--- src/core/dpg_pkg.sv ---
// constants, field layouts and state codes of the dual pot/gain serial slave
// assumes a single 125 MHz clock domain
package dpg_pkg;

    localparam logic [7:0] REG_POT0       = 8'hf8;
    localparam logic [7:0] REG_POT1       = 8'hf9;
    localparam logic [7:0] REG_POT_BOTH   = 8'hfa;
    localparam logic [7:0] REG_GAIN       = 8'hfb;
    localparam logic [7:0] READ_NONE      = 8'h00;

    localparam logic [5:0] POT_RESET      = 6'h1f;
    localparam logic [2:0] GAIN_RESET     = 3'h1;
    localparam int         POT_W          = 6;
    localparam int         GAIN_W         = 3;
    localparam int         GAIN0_LSB      = 0;
    localparam int         GAIN1_LSB      = 4;

    localparam logic [3:0] DEV_ADDR_HI    = 4'ha;
    localparam logic [2:0] BIT_LAST       = 3'h7;

    localparam logic [1:0] BYTE_ADDR      = 2'h0;
    localparam logic [1:0] BYTE_REG       = 2'h1;
    localparam logic [1:0] BYTE_DATA      = 2'h2;

    localparam int NV_STORE_TIME_MS = 20;
    localparam int CLK_FREQ_HZ      = 125_000_000;
    localparam int STORE_CYCLES     = NV_STORE_TIME_MS * (CLK_FREQ_HZ / 1000);

    typedef enum logic [8:0] {
        ST_IDLE    = 9'h001,
        ST_RX      = 9'h002,
        ST_RX_END  = 9'h004,
        ST_ACK     = 9'h008,
        ST_TX      = 9'h010,
        ST_TX_END  = 9'h020,
        ST_TX_ACK  = 9'h040,
        ST_TX_MORE = 9'h080,
        ST_IGNORE  = 9'h100
    } dpg_state_t;

endpackage : dpg_pkg

--- src/core/dpg_bus_if.sv ---
// bus events passed from the line watcher to the slave core
// assumes both ends run on the same clock
`timescale 1ns/100ps
interface dpg_bus_if;
    logic scl_rise;
    logic scl_fall;
    logic start_det;
    logic stop_det;
    logic sda_level;

    modport phy  (output scl_rise, scl_fall, start_det, stop_det, sda_level);
    modport core (input  scl_rise, scl_fall, start_det, stop_det, sda_level);
endinterface : dpg_bus_if

--- src/core/dpg_bus_phy.sv ---
// edge and start/stop detector for the serial clock and data lines
// assumes scl and sda are already synchronous to clock
`timescale 1ns/100ps
module dpg_bus_phy (
    input  wire logic clock,
    input  wire logic rst,
    input  wire logic scl,
    input  wire logic sda,
    dpg_bus_if.phy    bus
);
    logic scl_q;
    logic sda_q;

    always_ff @(posedge clock) begin
        if (rst) begin
            scl_q <= 1'b1;
            sda_q <= 1'b1;
        end else begin
            scl_q <= scl;
            sda_q <= sda;
        end
    end

    assign bus.scl_rise  = scl & ~scl_q;
    assign bus.scl_fall  = ~scl & scl_q;
    assign bus.start_det = scl & scl_q & sda_q & ~sda;
    assign bus.stop_det  = scl & scl_q & ~sda_q & sda;
    assign bus.sda_level = sda;
endmodule : dpg_bus_phy

--- src/core/dpg_i2c_slave.sv ---
// serial slave front end: addressing, pointer, live settings and store timing
// assumes open-drain sda resolved outside; sda_oe high pulls the line low
`timescale 1ns/100ps

//////////////////////////////////////////////////////////////////////////////
// Overview of operation
// - reads shift eight bits msb first; master nack ends read, line released
// - first byte after start is seven address bits plus direction bit
// - three low address bits come from the strap pins, ground zero
// - direction zero is a write, one is a read
// - wrong address: stay silent until the next start
// - second byte of a write selects the target register
// - live setting changes once the data byte is acknowledged
// - store only after stop; repeated start updates without storing
// - further data bytes rewrite the same register, pointer holds
// - own address not acknowledged while a store runs
// - reads use the current pointer, not an address in the read
// - pointer loads from register byte even with no data following
// - two 6-bit wipers default 1fh, top bits dropped, fah writes both
// - gain register default 11h, one nibble per amplifier, top bit reserved
// - settings change only with lock pin low; reads allowed at either lock level
// - sample on rising scl, change own output after falling scl
module dpg_i2c_slave #(
    parameter int STORE_CYCLES = dpg_pkg::STORE_CYCLES
) (
    input  wire logic                      clock,
    input  wire logic                      rst,
    input  wire logic                      scl,
    input  wire logic                      sda,
    output logic                           sda_out,
    output logic                           sda_oe,
    input  wire logic                      addr_strap_bit0,
    input  wire logic                      addr_strap_bit1,
    input  wire logic                      addr_strap_bit2,
    input  wire logic                      write_lock,
    output logic [dpg_pkg::POT_W-1:0]      pot0_code,
    output logic [dpg_pkg::POT_W-1:0]      pot1_code,
    output logic [dpg_pkg::GAIN_W-1:0]     gain_stage_zero,
    output logic [dpg_pkg::GAIN_W-1:0]     gain_stage_one,
    output logic                           nv_busy,
    output logic                           nv_store_start
);
    localparam int CNT_W = $clog2(STORE_CYCLES + 1);

    generate
        if (STORE_CYCLES < 1) begin : g_bad_store
            $error("STORE_CYCLES must be at least one");
        end
    endgenerate

    //////////////////////////////////////////////////////////////////////////
    // line events

    dpg_bus_if bus ();

    dpg_bus_phy u_phy (
        .clock (clock),
        .rst   (rst),
        .scl   (scl),
        .sda   (sda),
        .bus   (bus)
    );

    //////////////////////////////////////////////////////////////////////////
    // state

    dpg_pkg::dpg_state_t st;
    logic [7:0]          rx_shift;
    logic [7:0]          tx_shift;
    logic [2:0]          bit_cnt;
    logic [1:0]          byte_idx;
    logic                rw;
    logic [7:0]          pointer;
    logic                dirty;
    logic [2:0]          strap;
    logic [CNT_W-1:0]    busy_cnt;

    wire       bus_evt     = bus.start_det | bus.stop_det;
    wire       addr_match  = rx_shift[7:1] == {dpg_pkg::DEV_ADDR_HI, strap};
    wire       addr_ok     = addr_match & ~nv_busy;
    wire       ack_ok      = (byte_idx != dpg_pkg::BYTE_ADDR) | addr_ok;
    wire       ack_end     = (st == dpg_pkg::ST_ACK) & bus.scl_fall & ~bus_evt;
    wire       data_write  = ack_end & ~rw & (byte_idx == dpg_pkg::BYTE_DATA);
    wire       wr_fire     = data_write & ~write_lock;
    wire       wr_pot0     = wr_fire & ((pointer == dpg_pkg::REG_POT0) | (pointer == dpg_pkg::REG_POT_BOTH));
    wire       wr_pot1     = wr_fire & ((pointer == dpg_pkg::REG_POT1) | (pointer == dpg_pkg::REG_POT_BOTH));
    wire       wr_gain     = wr_fire & (pointer == dpg_pkg::REG_GAIN);
    wire       wr_hit      = wr_pot0 | wr_pot1 | wr_gain;
    wire       go_tx       = ack_end & rw & (byte_idx == dpg_pkg::BYTE_ADDR);
    wire       tx_reload   = (st == dpg_pkg::ST_TX_MORE) & bus.scl_fall & ~bus_evt;
    wire       commit      = bus.stop_det & dirty;

    // read mux from the pointer; the write-only and unmapped addresses read zero
    wire [7:0] gain_rd     = {1'b0, gain_stage_one, 1'b0, gain_stage_zero};
    wire [7:0] read_data   = (pointer == dpg_pkg::REG_POT0) ? {2'b00, pot0_code} :
                             (pointer == dpg_pkg::REG_POT1) ? {2'b00, pot1_code} :
                             (pointer == dpg_pkg::REG_GAIN) ? gain_rd :
                                                              dpg_pkg::READ_NONE;

    //////////////////////////////////////////////////////////////////////////
    // protocol engine

    always_ff @(posedge clock) begin
        if (rst) begin
            strap <= 3'h0;
        end else begin
            strap <= {addr_strap_bit2, addr_strap_bit1, addr_strap_bit0};
        end
    end

    always_ff @(posedge clock) begin
        if (rst) begin
            st       <= dpg_pkg::ST_IDLE;
            rx_shift <= 8'h00;
            tx_shift <= 8'h00;
            bit_cnt  <= 3'h0;
            byte_idx <= dpg_pkg::BYTE_ADDR;
            rw       <= 1'b0;
            pointer  <= 8'h00;
            sda_oe   <= 1'b0;
        end else if (bus.start_det) begin
            st       <= dpg_pkg::ST_RX;
            bit_cnt  <= 3'h0;
            byte_idx <= dpg_pkg::BYTE_ADDR;
            sda_oe   <= 1'b0;
        end else if (bus.stop_det) begin
            st     <= dpg_pkg::ST_IDLE;
            sda_oe <= 1'b0;
        end else begin
            case (st)
                dpg_pkg::ST_RX: begin
                    if (bus.scl_rise) begin
                        rx_shift <= {rx_shift[6:0], bus.sda_level};
                        bit_cnt  <= bit_cnt + 3'h1;
                        if (bit_cnt == dpg_pkg::BIT_LAST) begin
                            st <= dpg_pkg::ST_RX_END;
                        end
                    end
                end
                dpg_pkg::ST_RX_END: begin
                    if (bus.scl_fall) begin
                        if (byte_idx == dpg_pkg::BYTE_ADDR) begin
                            rw <= rx_shift[0];
                        end
                        sda_oe <= ack_ok;
                        st     <= ack_ok ? dpg_pkg::ST_ACK : dpg_pkg::ST_IGNORE;
                    end
                end
                dpg_pkg::ST_ACK: begin
                    if (bus.scl_fall) begin
                        bit_cnt <= 3'h0;
                        if (go_tx) begin
                            tx_shift <= read_data;
                            sda_oe   <= ~read_data[7];
                            st       <= dpg_pkg::ST_TX;
                        end else begin
                            sda_oe <= 1'b0;
                            st     <= dpg_pkg::ST_RX;
                            if (byte_idx == dpg_pkg::BYTE_REG) begin
                                pointer <= rx_shift;
                            end
                            if (byte_idx != dpg_pkg::BYTE_DATA) begin
                                byte_idx <= byte_idx + 2'h1;
                            end
                        end
                    end
                end
                dpg_pkg::ST_TX: begin
                    if (bus.scl_rise) begin
                        bit_cnt <= bit_cnt + 3'h1;
                        if (bit_cnt == dpg_pkg::BIT_LAST) begin
                            st <= dpg_pkg::ST_TX_END;
                        end
                    end else if (bus.scl_fall) begin
                        tx_shift <= {tx_shift[6:0], 1'b0};
                        sda_oe   <= ~tx_shift[6];
                    end
                end
                dpg_pkg::ST_TX_END: begin
                    if (bus.scl_fall) begin
                        sda_oe <= 1'b0;
                        st     <= dpg_pkg::ST_TX_ACK;
                    end
                end
                dpg_pkg::ST_TX_ACK: begin
                    if (bus.scl_rise) begin
                        // a nack hands the line back to the master for good
                        st <= bus.sda_level ? dpg_pkg::ST_IGNORE : dpg_pkg::ST_TX_MORE;
                    end
                end
                dpg_pkg::ST_TX_MORE: begin
                    if (tx_reload) begin
                        bit_cnt  <= 3'h0;
                        tx_shift <= read_data;
                        sda_oe   <= ~read_data[7];
                        st       <= dpg_pkg::ST_TX;
                    end
                end
                dpg_pkg::ST_IDLE, dpg_pkg::ST_IGNORE: begin
                    sda_oe <= 1'b0;
                end
                default: begin
                    st     <= dpg_pkg::ST_IDLE;
                    sda_oe <= 1'b0;
                end
            endcase
        end
    end

    //////////////////////////////////////////////////////////////////////////
    // live settings, updated at the end of the data acknowledge

    always_ff @(posedge clock) begin
        if (rst) begin
            pot0_code       <= dpg_pkg::POT_RESET;
            pot1_code       <= dpg_pkg::POT_RESET;
            gain_stage_zero <= dpg_pkg::GAIN_RESET;
            gain_stage_one  <= dpg_pkg::GAIN_RESET;
        end else begin
            if (wr_pot0) begin
                pot0_code <= rx_shift[dpg_pkg::POT_W-1:0];
            end
            if (wr_pot1) begin
                pot1_code <= rx_shift[dpg_pkg::POT_W-1:0];
            end
            if (wr_gain) begin
                gain_stage_zero <= rx_shift[dpg_pkg::GAIN0_LSB +: dpg_pkg::GAIN_W];
                gain_stage_one  <= rx_shift[dpg_pkg::GAIN1_LSB +: dpg_pkg::GAIN_W];
            end
        end
    end

    //////////////////////////////////////////////////////////////////////////
    // store tracking: a repeated start drops the pending store

    always_ff @(posedge clock) begin
        if (rst) begin
            dirty <= 1'b0;
        end else if (bus_evt) begin
            dirty <= 1'b0;
        end else if (wr_hit) begin
            dirty <= 1'b1;
        end
    end

    always_ff @(posedge clock) begin
        if (rst) begin
            busy_cnt       <= '0;
            nv_busy        <= 1'b0;
            nv_store_start <= 1'b0;
        end else begin
            nv_store_start <= commit;
            if (commit) begin
                busy_cnt <= CNT_W'(STORE_CYCLES);
                nv_busy  <= 1'b1;
            end else if (busy_cnt != '0) begin
                busy_cnt <= busy_cnt - 1'b1;
                nv_busy  <= busy_cnt != CNT_W'(1);
            end
        end
    end

    always_ff @(posedge clock) begin
        if (rst) begin
            sda_out <= 1'b0;
        end else begin
            sda_out <= 1'b0;
        end
    end
endmodule : dpg_i2c_slave

--- config.mk ---
export PLATFORM = sky130hd
export DESIGN_NAME = dpg_i2c_slave
export DESIGN_NICKNAME = d
export VERILOG_FILES = /design/src/core/dpg_pkg.sv /design/src/core/dpg_bus_if.sv /design/src/core/dpg_bus_phy.sv /design/src/core/dpg_i2c_slave.sv
export SDC_FILE = /design/constraint.sdc
export NUM_CORES = 1
export LEC_CHECK = 0
export ABC_AREA = 1
export BUFFER_PORTS_ARGS = -buffer_cell sky130_fd_sc_hd__buf_4
export CAP_MARGIN = 20
export CORE_ASPECT_RATIO = 1.25
export CORE_UTILIZATION = 57
export CTS_BUF_LIST = sky130_fd_sc_hd__clkbuf_4 sky130_fd_sc_hd__clkbuf_8
export DETAILED_ROUTE_END_ITERATION = 8
export HOLD_SLACK_MARGIN = 0.12
export PLACE_DENSITY = 0.79
export SLEW_MARGIN = 10
export SYNTH_ARGS = -nofsm -noshare
export SYNTH_HDL_FRONTEND = slang
export SYNTH_SLANG_ARGS = --single-unit
--- constraint.sdc ---
create_clock -name clock -period 1.4 [get_ports clock]
set_input_delay 0.35 -clock clock [delete_from_list [all_inputs] [get_ports clock]]
set_output_delay 0.35 -clock clock [all_outputs]
set_load 0.03 [all_outputs]
==> out/metrics.yaml, run 1 <==
global_route:
  grt_usage: 0.978
  overflow: 839
  grt_max_degree: 25
yosys:
  synth_seq_cells: 87
  synth_most_common_cell: "nand2_1"
  synthDominantCellAreaShare: 0.374
  syn-mean-instance-area_um2: 6.93
  synth_area_mm2: 0.00465
  synth_enable_flop_cells: 0
  synth_flop_cell: "dfxtp_1"
  ys_async_sr_fraction: 0
  synth_area_leaders: "dfxtp_1, nand2_1, nor2_1"
  syn_inst: 671
  synth_common_cells: "nand2_1, nor2_1, dfxtp_1"
  synth_largest_area_cell: "dfxtp_1"
  yosysWarningCount: 0
  synth_cell_type_count: 42
  ys_seq_area_frac: 0.374
  syn-num-nets: 687
floorplanning:
  die_h_um: 103
  row_count: 36
  pin_count: 30
  die_w_um: 82.8
  start_util: 0.594
cts:
  numCtsBuffers: 9
  clockRootBuffer: "clkbuf_8"
  cts_sinks: 87
  htreeDepth: 3
  clockBufferDepth: 2
placed_design:
  gp_congestion: 0.956
  io_buffers: 28
  dp_hpwl_um: 10000
run_status:
  haltStage: "global routing"
  status: "aborted with a tool error"
  error: "[ERROR GRT-0232] Routing congestion too high. Check the congestion heatmap in the GUI."
sta:
  worst_endpoint_kind: "register input"
  worstEndpointGrtRepair: "sda_oe$_SDFFE_PP0P_/D"
## logic make-up after synthesis
| group | count (synthesis) | share of synthesized area |
|---|---|---|
| other | 1 | 0.000806 |
| XOR/XNOR | 11 | 0.0207 |
| buffers and inverters | 104 | 0.0973 |
| AND/OR/NAND/NOR | 355 | 0.351 |
| flip-flops | 87 | 0.374 |
| adder cells (fa/ha/maj) | 8 | 0.0215 |
| AO/OA/AOI/OAI | 105 | 0.135 |
## metal layers
| metal | overflow | global-route usage |
|---|---|---|
| met5 | 0 | 0.199 |
| met1 | 4 | 0.852 |
| met4 | 148 | 1.16 |
| met2 | 684 | 1.41 |
| met3 | 3 | 0.629 |
## timing repair
item	4_1_cts
resized for setup	180
gates cloned	3
pin swaps	54
setup endpoints to repair	80
hold buffers	0
setup buffers	27
## per-stage QoR
stage	area (um^2)	std cells	setup slack [ns]	hold slack (ns)	util
4_1_cts	6900	950	-0.239	0.165	0.881
3_5_place_dp	5910	906	-0.334	0.459	0.754
3_3_place_gp	5910	906	-0.235	0.449	0.754
2_1_floorplan	4720	671	-0.0291	0.437	-
==> inputs of run 2 (changes only) <==
- CORE_ASPECT_RATIO: 1.25 -> unset
- CORE_UTILIZATION: 57 -> 40
- CTS_BUF_LIST: sky130_fd_sc_hd__clkbuf_4 sky130_fd_sc_hd__clkbuf_8 -> unset
- HOLD_SLACK_MARGIN: 0.12 -> unset
- PLACE_DENSITY: 0.79 -> unset
- PLACE_DENSITY_LB_ADDON: unset -> 0.15
- clock period: 1.4 -> 1.8 ns (I/O delays scaled with it)
==> out/metrics.yaml, run 2 <==
cts:
  numCtsBuffers: 9
  htreeDepth: 3
  clockRootBuffer: "clkbuf_16"
  clockBufferDepth: 2
  cts_tree: "done"
  clk_latency_ns: 0.35
  path_clk_slew_ns: 0.07
  cts_hold_buffers: 0
  cts_sinks: 87
critical_path:
  end_kind: "flip-flop"
  critical_path.top_delay_family: "simple AND/OR/NAND/NOR gates"
  timing.rr.start: "st[5]"
  critical_path_class: "flip-flop to flip-flop"
  reg2reg_slack_ns: 0.09
  arrival_ns: 1.98
  cp_slowest_cell: "dfxtp_1"
  cpPeakStageDelay_ns: 0.33
  crit_chain: "inv_1 > nand2_1 > nor2_4 > nand2_4 > nor2_2 > nand2_2 > buf_4 > o211ai_1"
  setup.worst_path.start_class: "flip-flop"
  path_buf_inv: 2
  required_ns: 2.07
  ff2ff_path_depth: 8
  r2r-end: "gain_stage_one[0]"
  worstPathMaxFanout: 11
detailed_routing:
  first_pass_iters: 4
  vias: 4432
  drcViolationCount: 0
  wl_per_cell_um: 13.8
  wl_um: 12200
  postRouteAntennaNets: 0
  drtIter0Drc: 189
  viasPerCell: 5.01
layout:
  largest_reg_flops: 22
  top_register: "busy_cnt"
  areaGrowthSynthToFinish_pct: 22.6
  reg_top3: "busy_cnt (22), st (9)"
  final_util: 0.502
  nets: 752
  finalNonFillerCells: 884
  drive_gt1_frac: 0.209
  final_common_cell: "nand2_1"
  layout_common_cells: "nand2_1, nor2_1, dfxtp_1"
  n_antenna_cell: 0
global_route:
  antenna_found_initial: 0
  grt_usage: 0.216
  overflow: 0
  grt_pass1_wl_um: 20100
  grt_pass1_vias: 4187
  grt_max_degree: 31
yosys:
  synth_top_family_by_area: "simple AND/OR/NAND/NOR gates"
  synth_compound_area_frac: 0.135
  synth-xor-area-share: 0.0207
  synth_most_common_cell: "nand2_1"
  synthAdderAreaFrac: 0.0215
  synth_area_leaders: "dfxtp_1, nand2_1, nor2_1"
  synth_flop_cell: "dfxtp_1"
  synth_cell_type_count: 42
  ys_seq_area_frac: 0.374
  synthMuxAreaShare: 0
  syn_inst: 671
  syn-mean-instance-area_um2: 6.93
  synth_area_mm2: 0.00465
  synth_enable_flop_cells: 0
  synth_seq_cells: 87
  synthSimpleGateAreaFrac: 0.351
  ys_async_sr_fraction: 0
  synth_largest_area_cell: "dfxtp_1"
  syn-num-nets: 687
  yosysWarningCount: 0
  synth_common_cells: "nand2_1, nor2_1, dfxtp_1"
  synthDominantCellAreaShare: 0.374
floorplanning:
  pin_count: 30
  die-area_mm2: 0.0121
  die_w_um: 110
  core-area_mm2: 0.0114
  start_util: 0.409
  die_h_um: 110
  row_count: 39
flow_run:
  cap_violations: 0
run_status:
  status: "completed"
sta:
  slew_viol_final: 0
  hold_viol_final: 0
  fin_crit_ns: 1.71
  skew_ns: 0.00593
  setup_viol: 0
  grt_setup_unrepaired: "yes"
  fin_crit_sh: 0.948
  worst_slack_ns: 0.0937
  max_freq_ghz: 0.586
  holdWs_ns: 0.292
placed_design:
  placed_cells: 862
  pre_cts_ws_ns: -0.0367
  gp_congestion: 0.938
  io_buffers: 28
  dp_hpwl_um: 9090
power:
  p_leak_nw: 2.59
  p_per_area_mw_per_mm2: 1420
  ir_worst_vdd_mv: 1.08
hold_path:
  min_to: "u_phy.scl_q"
  holdCritStartpoint: "scl"
  min_path_cells: 3
  hold_class: "primary input to flip-flop"
## run 2: cell families (layout without fill, tap and decap cells)
logic type,count (synthesis),after routing
buffers and inverters,104,173
DFF,87,87
adders and majority gates,8,8
xor gates and xnor gates,11,11
AOI/OAI and AO/OA,105,105
and+or+nand+nor,355,356
other,1,1
## run 2: routing by layer
metal / track usage / wire length [um] / vias up
li1: - / - / 2304
met1: 0.268 / 5720 / 2016
met2: 0.370 / 5770 / 85
met3: 0.0433 / 410 / 27
met4: 0.0752 / 281 / 0
met5: 0 / 0 / -
## run 2: area by class of cell
class / count / area [um^2]
Sequential cell: 87 / 1750
Timing Repair Buffer: 71 / 571
Clock buffer: 9 / 225
Fill cell: 1130 / 5660
Inverter: 86 / 325
Tap cell: 143 / 179
Clock inverter: 7 / 129
Multi-Input combinational cell: 481 / 2530
## run 2: worst min-delay path, cell delays in order
cell,delay (ns)
buf_4,0.09
inv_2,0.03
nand2_1,0.04
## run 2: power breakdown
part           switching, mW  total (mW)  internal, mW
registers              0.215        2.40          2.19
clock network          0.858        2.24          1.38
logic                   2.09        3.43          1.34
total                   3.17        8.08          4.91
## run 2: worst max-delay path by stage
| stage | startpoint | endpoint | slack [ns] | depth (start not counted) |
|---|---|---|---|---|
| CTS | busy_cnt[0] | busy_cnt[11] | 0.03 | 10 |
| floorplan | scl | pot0_code[0] | 0.31 | 9 |
| global placement | scl | tx_shift[0] | 0.02 | 12 |
| finish | st[5] | gain_stage_one[0] | 0.09 | 8 |
| detailed placement | scl | tx_shift[3] | -0.04 | 12 |
| global route | st[4] | gain_stage_one[2] | -0.02 | 8 |
## run 2: timing repair
item,4_1_cts,5_1_grt
setup endpoints to repair,0,47
buffers inserted,0,5
gates resized for setup,0,25
## run 2: per-stage QoR
step / instance area [um^2] / power, mW / TNS (ns)
floorplan: 4650 / 4.70 / 0
global placement: 5220 / 5.55 / 0
detailed placement: 5220 / 5.58 / -0.217
CTS: 5580 / 7.83 / 0
global route: 5710 / 8.65 / -0.0577
finish: 5710 / 8.08 / 0
No activity file was read; power rests on OpenSTA's default activity.
==> inputs of run 3 (changes only) <==
- GPL_TIMING_DRIVEN: unset -> 0
==> out/metrics.yaml, run 3 (synthesis results as in run 2) <==
critical_path:
  timing.rr.start: "st[0]"
  reg2reg_slack_ns: 0.08
  end_kind: "flip-flop"
  arrival_ns: 1.99
  critical_path_class: "flip-flop to flip-flop"
  required_ns: 2.07
  worstPathMaxFanout: 7
  r2r-end: "tx_shift[4]"
  ff2ff_path_depth: 10
  setup.worst_path.start_class: "flip-flop"
cts:
  cts_sinks: 87
  clockRootBuffer: "clkbuf_16"
  htreeDepth: 3
  cts_tree: "done"
  numCtsBuffers: 9
  path_clk_slew_ns: 0.07
  clk_latency_ns: 0.35
  cts_hold_buffers: 0
  clockBufferDepth: 2
layout:
  drive_gt1_frac: 0.200
  final_util: 0.490
  final_cell_area_mm2: 0.00557
  top_register: "busy_cnt"
  final_common_cell: "nand2_1"
  reg_top3: "busy_cnt (22), st (9)"
  layout_common_cells: "nand2_1, nor2_1, dfxtp_1"
  fill_cells: 1126
  seq_area_mm2: 0.00175
  nets: 737
  finalNonFillerCells: 869
  multi_input_area_mm2: 0.00258
  largest_reg_flops: 22
  areaGrowthSynthToFinish_pct: 19.7
  n_antenna_cell: 0
hold_path:
  holdCritStartpoint: "addr_strap_bit1"
  hold_class: "primary input to flip-flop"
  min_path_cells: 3
  min_to: "strap[1]"
detailed_routing:
  first_pass_iters: 5
  wl_um: 12300
  drtIter0Drc: 238
  drcViolationCount: 0
  viasPerCell: 5.07
  vias: 4404
  wl_per_cell_um: 14.1
  postRouteAntennaNets: 0
global_route:
  grt_usage: 0.216
  grt_pass1_wl_um: 19700
  met3_usage: 0.0528
  grtUsageMet2: 0.354
  grt_max_degree: 15
  grt_pass1_vias: 4013
  overflow: 0
  grt_use_met1: 0.280
  grt-busiest-layer: "met2"
  antenna_found_initial: 0
floorplanning:
  pin_count: 30
  die_w_um: 110
  core-area_mm2: 0.0114
  die_h_um: 110
  row_count: 39
  die-area_mm2: 0.0121
  start_util: 0.409
placed_design:
  placed_cells: 842
  dp_hpwl_um: 9120
  gp_congestion: 0.930
  io_buffers: 28
  placed_area_mm2: 0.00504
sta:
  max_freq_ghz: 0.582
  slew_headroom: 0.565
  worst_pin_slew_ns: 0.653
  hold_viol_final: 0
  skew_ns: 0.00825
  grt_setup_unrepaired: "yes"
  setup_viol: 0
  slew_viol_final: 0
  fin_crit_ns: 1.72
  fin_crit_sh: 0.955
power:
  p_total_mw: 7.67
  ir_worst_vdd_mv: 1.12
  p_per_area_mw_per_mm2: 1380
  p_leak_nw: 2.47
flow_run:
  cap_violations: 0
run_status:
  status: "completed"
[run 3: power by group]
| part | switching (mW) | total [mW] | internal (mW) |
|---|---|---|---|
| Combinational | 2.11 | 3.33 | 1.22 |
| Clock | 0.789 | 1.91 | 1.12 |
| Sequential | 0.242 | 2.43 | 2.19 |
[run 3: timing repair]
item                       4_1_cts  5_1_grt
gates resized for setup          0       43
setup buffers                    0       11
setup endpoints to repair        0       49
hold endpoints to repair         0        0
[run 3: final cells by class]
class	count	area share
well taps	143	0.0321
inverters	86	0.0584
clock inverters	4	0.00966
clock buffers	12	0.0442
repair buffers	39	0.0548
plain buffers	18	0.0238
multi-input cells	480	0.463
flip-flops and latches	87	0.314
[run 3: stage by stage]
| stage | hold slack (ns) | worst slack [ns] | setup TNS (ns) |
|---|---|---|---|
| after CTS | 0.298 | 0.0277 | 0 |
| final | 0.306 | 0.0810 | 0 |
| after global placement | 0.449 | -0.144 | -1.60 |
| after detailed placement | 0.459 | -0.155 | -1.91 |
| after floorplan | 0.440 | 0.307 | 0 |
| after global routing | 0.304 | -0.0400 | -0.135 |
[run 3: metal layers]
metal,wire (um),vias up
li1,-,2282
met1,5780,2020
met2,5790,90
met3,536,12
met4,167,0
met5,0,-
[run 3: worst max path at each step]
stage,end,from,depth (start not counted)
6_report,tx_shift[4],st[0],10
5_1_grt,tx_shift[5],byte_idx[1],11
4_1_cts,tx_shift[1],byte_idx[1],11
3_5_place_dp,gain_stage_zero[1],scl,10
3_3_place_gp,gain_stage_zero[1],scl,10
2_1_floorplan,pot0_code[0],scl,9
[run 3: worst max-delay path: stages (launching register included)]
cell and delay, ns:
dfxtp_1 0.31, buf_6 0.13, nor2_4 0.19, nand3_4 0.12, nor2_4 0.19, buf_4 0.14
nor2_2 0.04, nor2_4 0.20, buf_4 0.16, nand2_1 0.05, a21oi_1 0.10
==> inputs of run 4 (changes only) <==
- CELL_PAD_IN_SITES_DETAIL_PLACEMENT: unset -> 2
- CELL_PAD_IN_SITES_GLOBAL_PLACEMENT: unset -> 2
- CORE_UTILIZATION: 40 -> 34
==> out/metrics.yaml, run 4 (synthesis results as in run 2) <==
global_route:
  overflow: 0
  grt_usage: 0.229
  grt_pass1_vias: 4918
  grt_pass1_wl_um: 25400
  antenna_found_initial: 0
  grt_max_degree: 18
sta:
  fin_crit_ns: 1.76
  fin_crit_sh: 0.979
  skew_ns: 0.0117
  setup_viol: 0
  hold_viol_final: 0
  max_freq_ghz: 0.567
  worst_slack_ns: 0.0370
  slew_viol_final: 0
  grt_setup_unrepaired: "yes"
  setup_tns_ns: 0
  worst_pin_slew_ns: 0.722
  slew_headroom: 0.519
run_status:
  status: "completed"
critical_path:
  path_buf_inv: 2
  worstPathMaxFanout: 10
  cp_slowest_cell: "dfxtp_2"
  critical_path_class: "flip-flop to flip-flop"
  crit_chain: "inv_1 > nand2_2 > nor2_4 > nand2_4 > nor2_4 > nand2_2 > buf_6 > o21ai_1 > a21oi_1"
  end_kind: "flip-flop"
  setup.worst_path.start_class: "flip-flop"
  cp.depth: 9
  arrival_ns: 2.00
  required_ns: 2.04
  critical_path.top_delay_family: "simple AND/OR/NAND/NOR gates"
  cpPeakStageDelay_ns: 0.35
  ff2ff_path_depth: 9
cts:
  cts_sinks: 87
  clockBufferDepth: 2
  path_clk_slew_ns: 0.08
  clk_latency_ns: 0.36
  numCtsBuffers: 9
  htreeDepth: 3
  clockRootBuffer: "clkbuf_16"
  cts_tree: "done"
placed_design:
  io_buffers: 28
  placed_cells: 875
  dp_hpwl_um: 12100
  gp_congestion: 0.872
  placed_area_mm2: 0.00508
  pre_cts_ws_ns: -0.248
layout:
  final_cell_area_mm2: 0.00573
  reg_top3: "busy_cnt (22), st (9)"
  drive_gt1_frac: 0.240
  finalNonFillerCells: 906
  areaGrowthSynthToFinish_pct: 23.1
  nets: 741
  top_register: "busy_cnt"
  largest_reg_flops: 22
  final_common_cell: "nand2_1"
  layout_common_cells: "nand2_1, nor2_1, dfxtp_1"
  n_antenna_cell: 0
floorplanning:
  die-area_mm2: 0.0142
  start_util: 0.350
  die_h_um: 119
  pin_count: 30
  die_w_um: 119
  core-area_mm2: 0.0133
  row_count: 42
detailed_routing:
  drcViolationCount: 0
  viasPerCell: 5.10
  wl_met1_um: 7320
  wl_um: 16100
  drtIter0Drc: 139
  postRouteAntennaNets: 0
  wl_per_cell_um: 17.8
  wl_met3_um: 329
  top_layer_used: "met4"
  dr_wl_met2_um: 8290
  first_pass_iters: 4
  vias: 4623
power:
  ir_worst_vdd_mv: 0.747
  p_per_area_mw_per_mm2: 1400
  p_total_mw: 8.01
  p_leak_nw: 2.52
hold_path:
  min_path_cells: 3
  hold_class: "primary input to flip-flop"
flow_run:
  cap_violations: 0
## run 4: cell types whose count changed in the layout (fill, tap and decap cells not counted), moves of 3 or more
cell	before	now
nor2_2	15	22
nand2_4	2	6
clkbuf_1	8	5
dfxtp_1	82	78
inv_1	72	65
inv_8	0	3
buf_4	39	44
nor2_1	83	78
inv_2	11	17
dfxtp_2	5	8
nand3_2	5	8
## run 4: metal layers
layer | GRT usage | up-vias
met4 | 0.0775 | 0
met2 | 0.400 | 41
met5 | 0 | -
li1 | - | 2275
met1 | 0.287 | 2291
met3 | 0.0321 | 16
## run 4: layout make-up
cell class	count	area, um^2
Buffer	18	140
Clock buffer	9	225
Clock inverter	7	88.8
Fill cell	1568	7570
Inverter	86	328
Multi-Input combinational cell	480	2640
Sequential cell	87	1760
Tap cell	176	220
Timing Repair Buffer	43	327
## run 4: per-stage QoR
step                      hold slack (ns)  utilization
after floorplan                     0.440            -
after global placement              0.448        0.382
after detailed placement            0.463        0.382
after CTS                           0.286        0.409
after global routing                0.298        0.431
final                               0.289        0.431
## run 4: final timing paths
check                  startpoint  slack, ns                 end
hold / removal    addr_strap_bit2       0.29            strap[2]
setup reg to reg            st[4]       0.04  gain_stage_zero[1]
hold reg to reg       tx_shift[6]       0.47         tx_shift[6]
setup / recovery            st[4]       0.04  gain_stage_zero[1]
## run 4: tightest hold or removal path, delay by kind of cell
kind          cells  cell delay (ns)
buf+inv           2             0.11
simple gates      1             0.06
## run 4: where the power goes
part	internal (mW)	switching, mW
clock network	1.11	0.891
registers	2.19	0.263
logic	1.25	2.30
## run 4: what timing repair did
action / in CTS / in global routing
gates resized for setup: 12 / 66
setup buffers: 1 / 14
pin swaps: 3 / 15
hold buffers: 0 / 0
endpoints found under the setup margin: 28 / 71
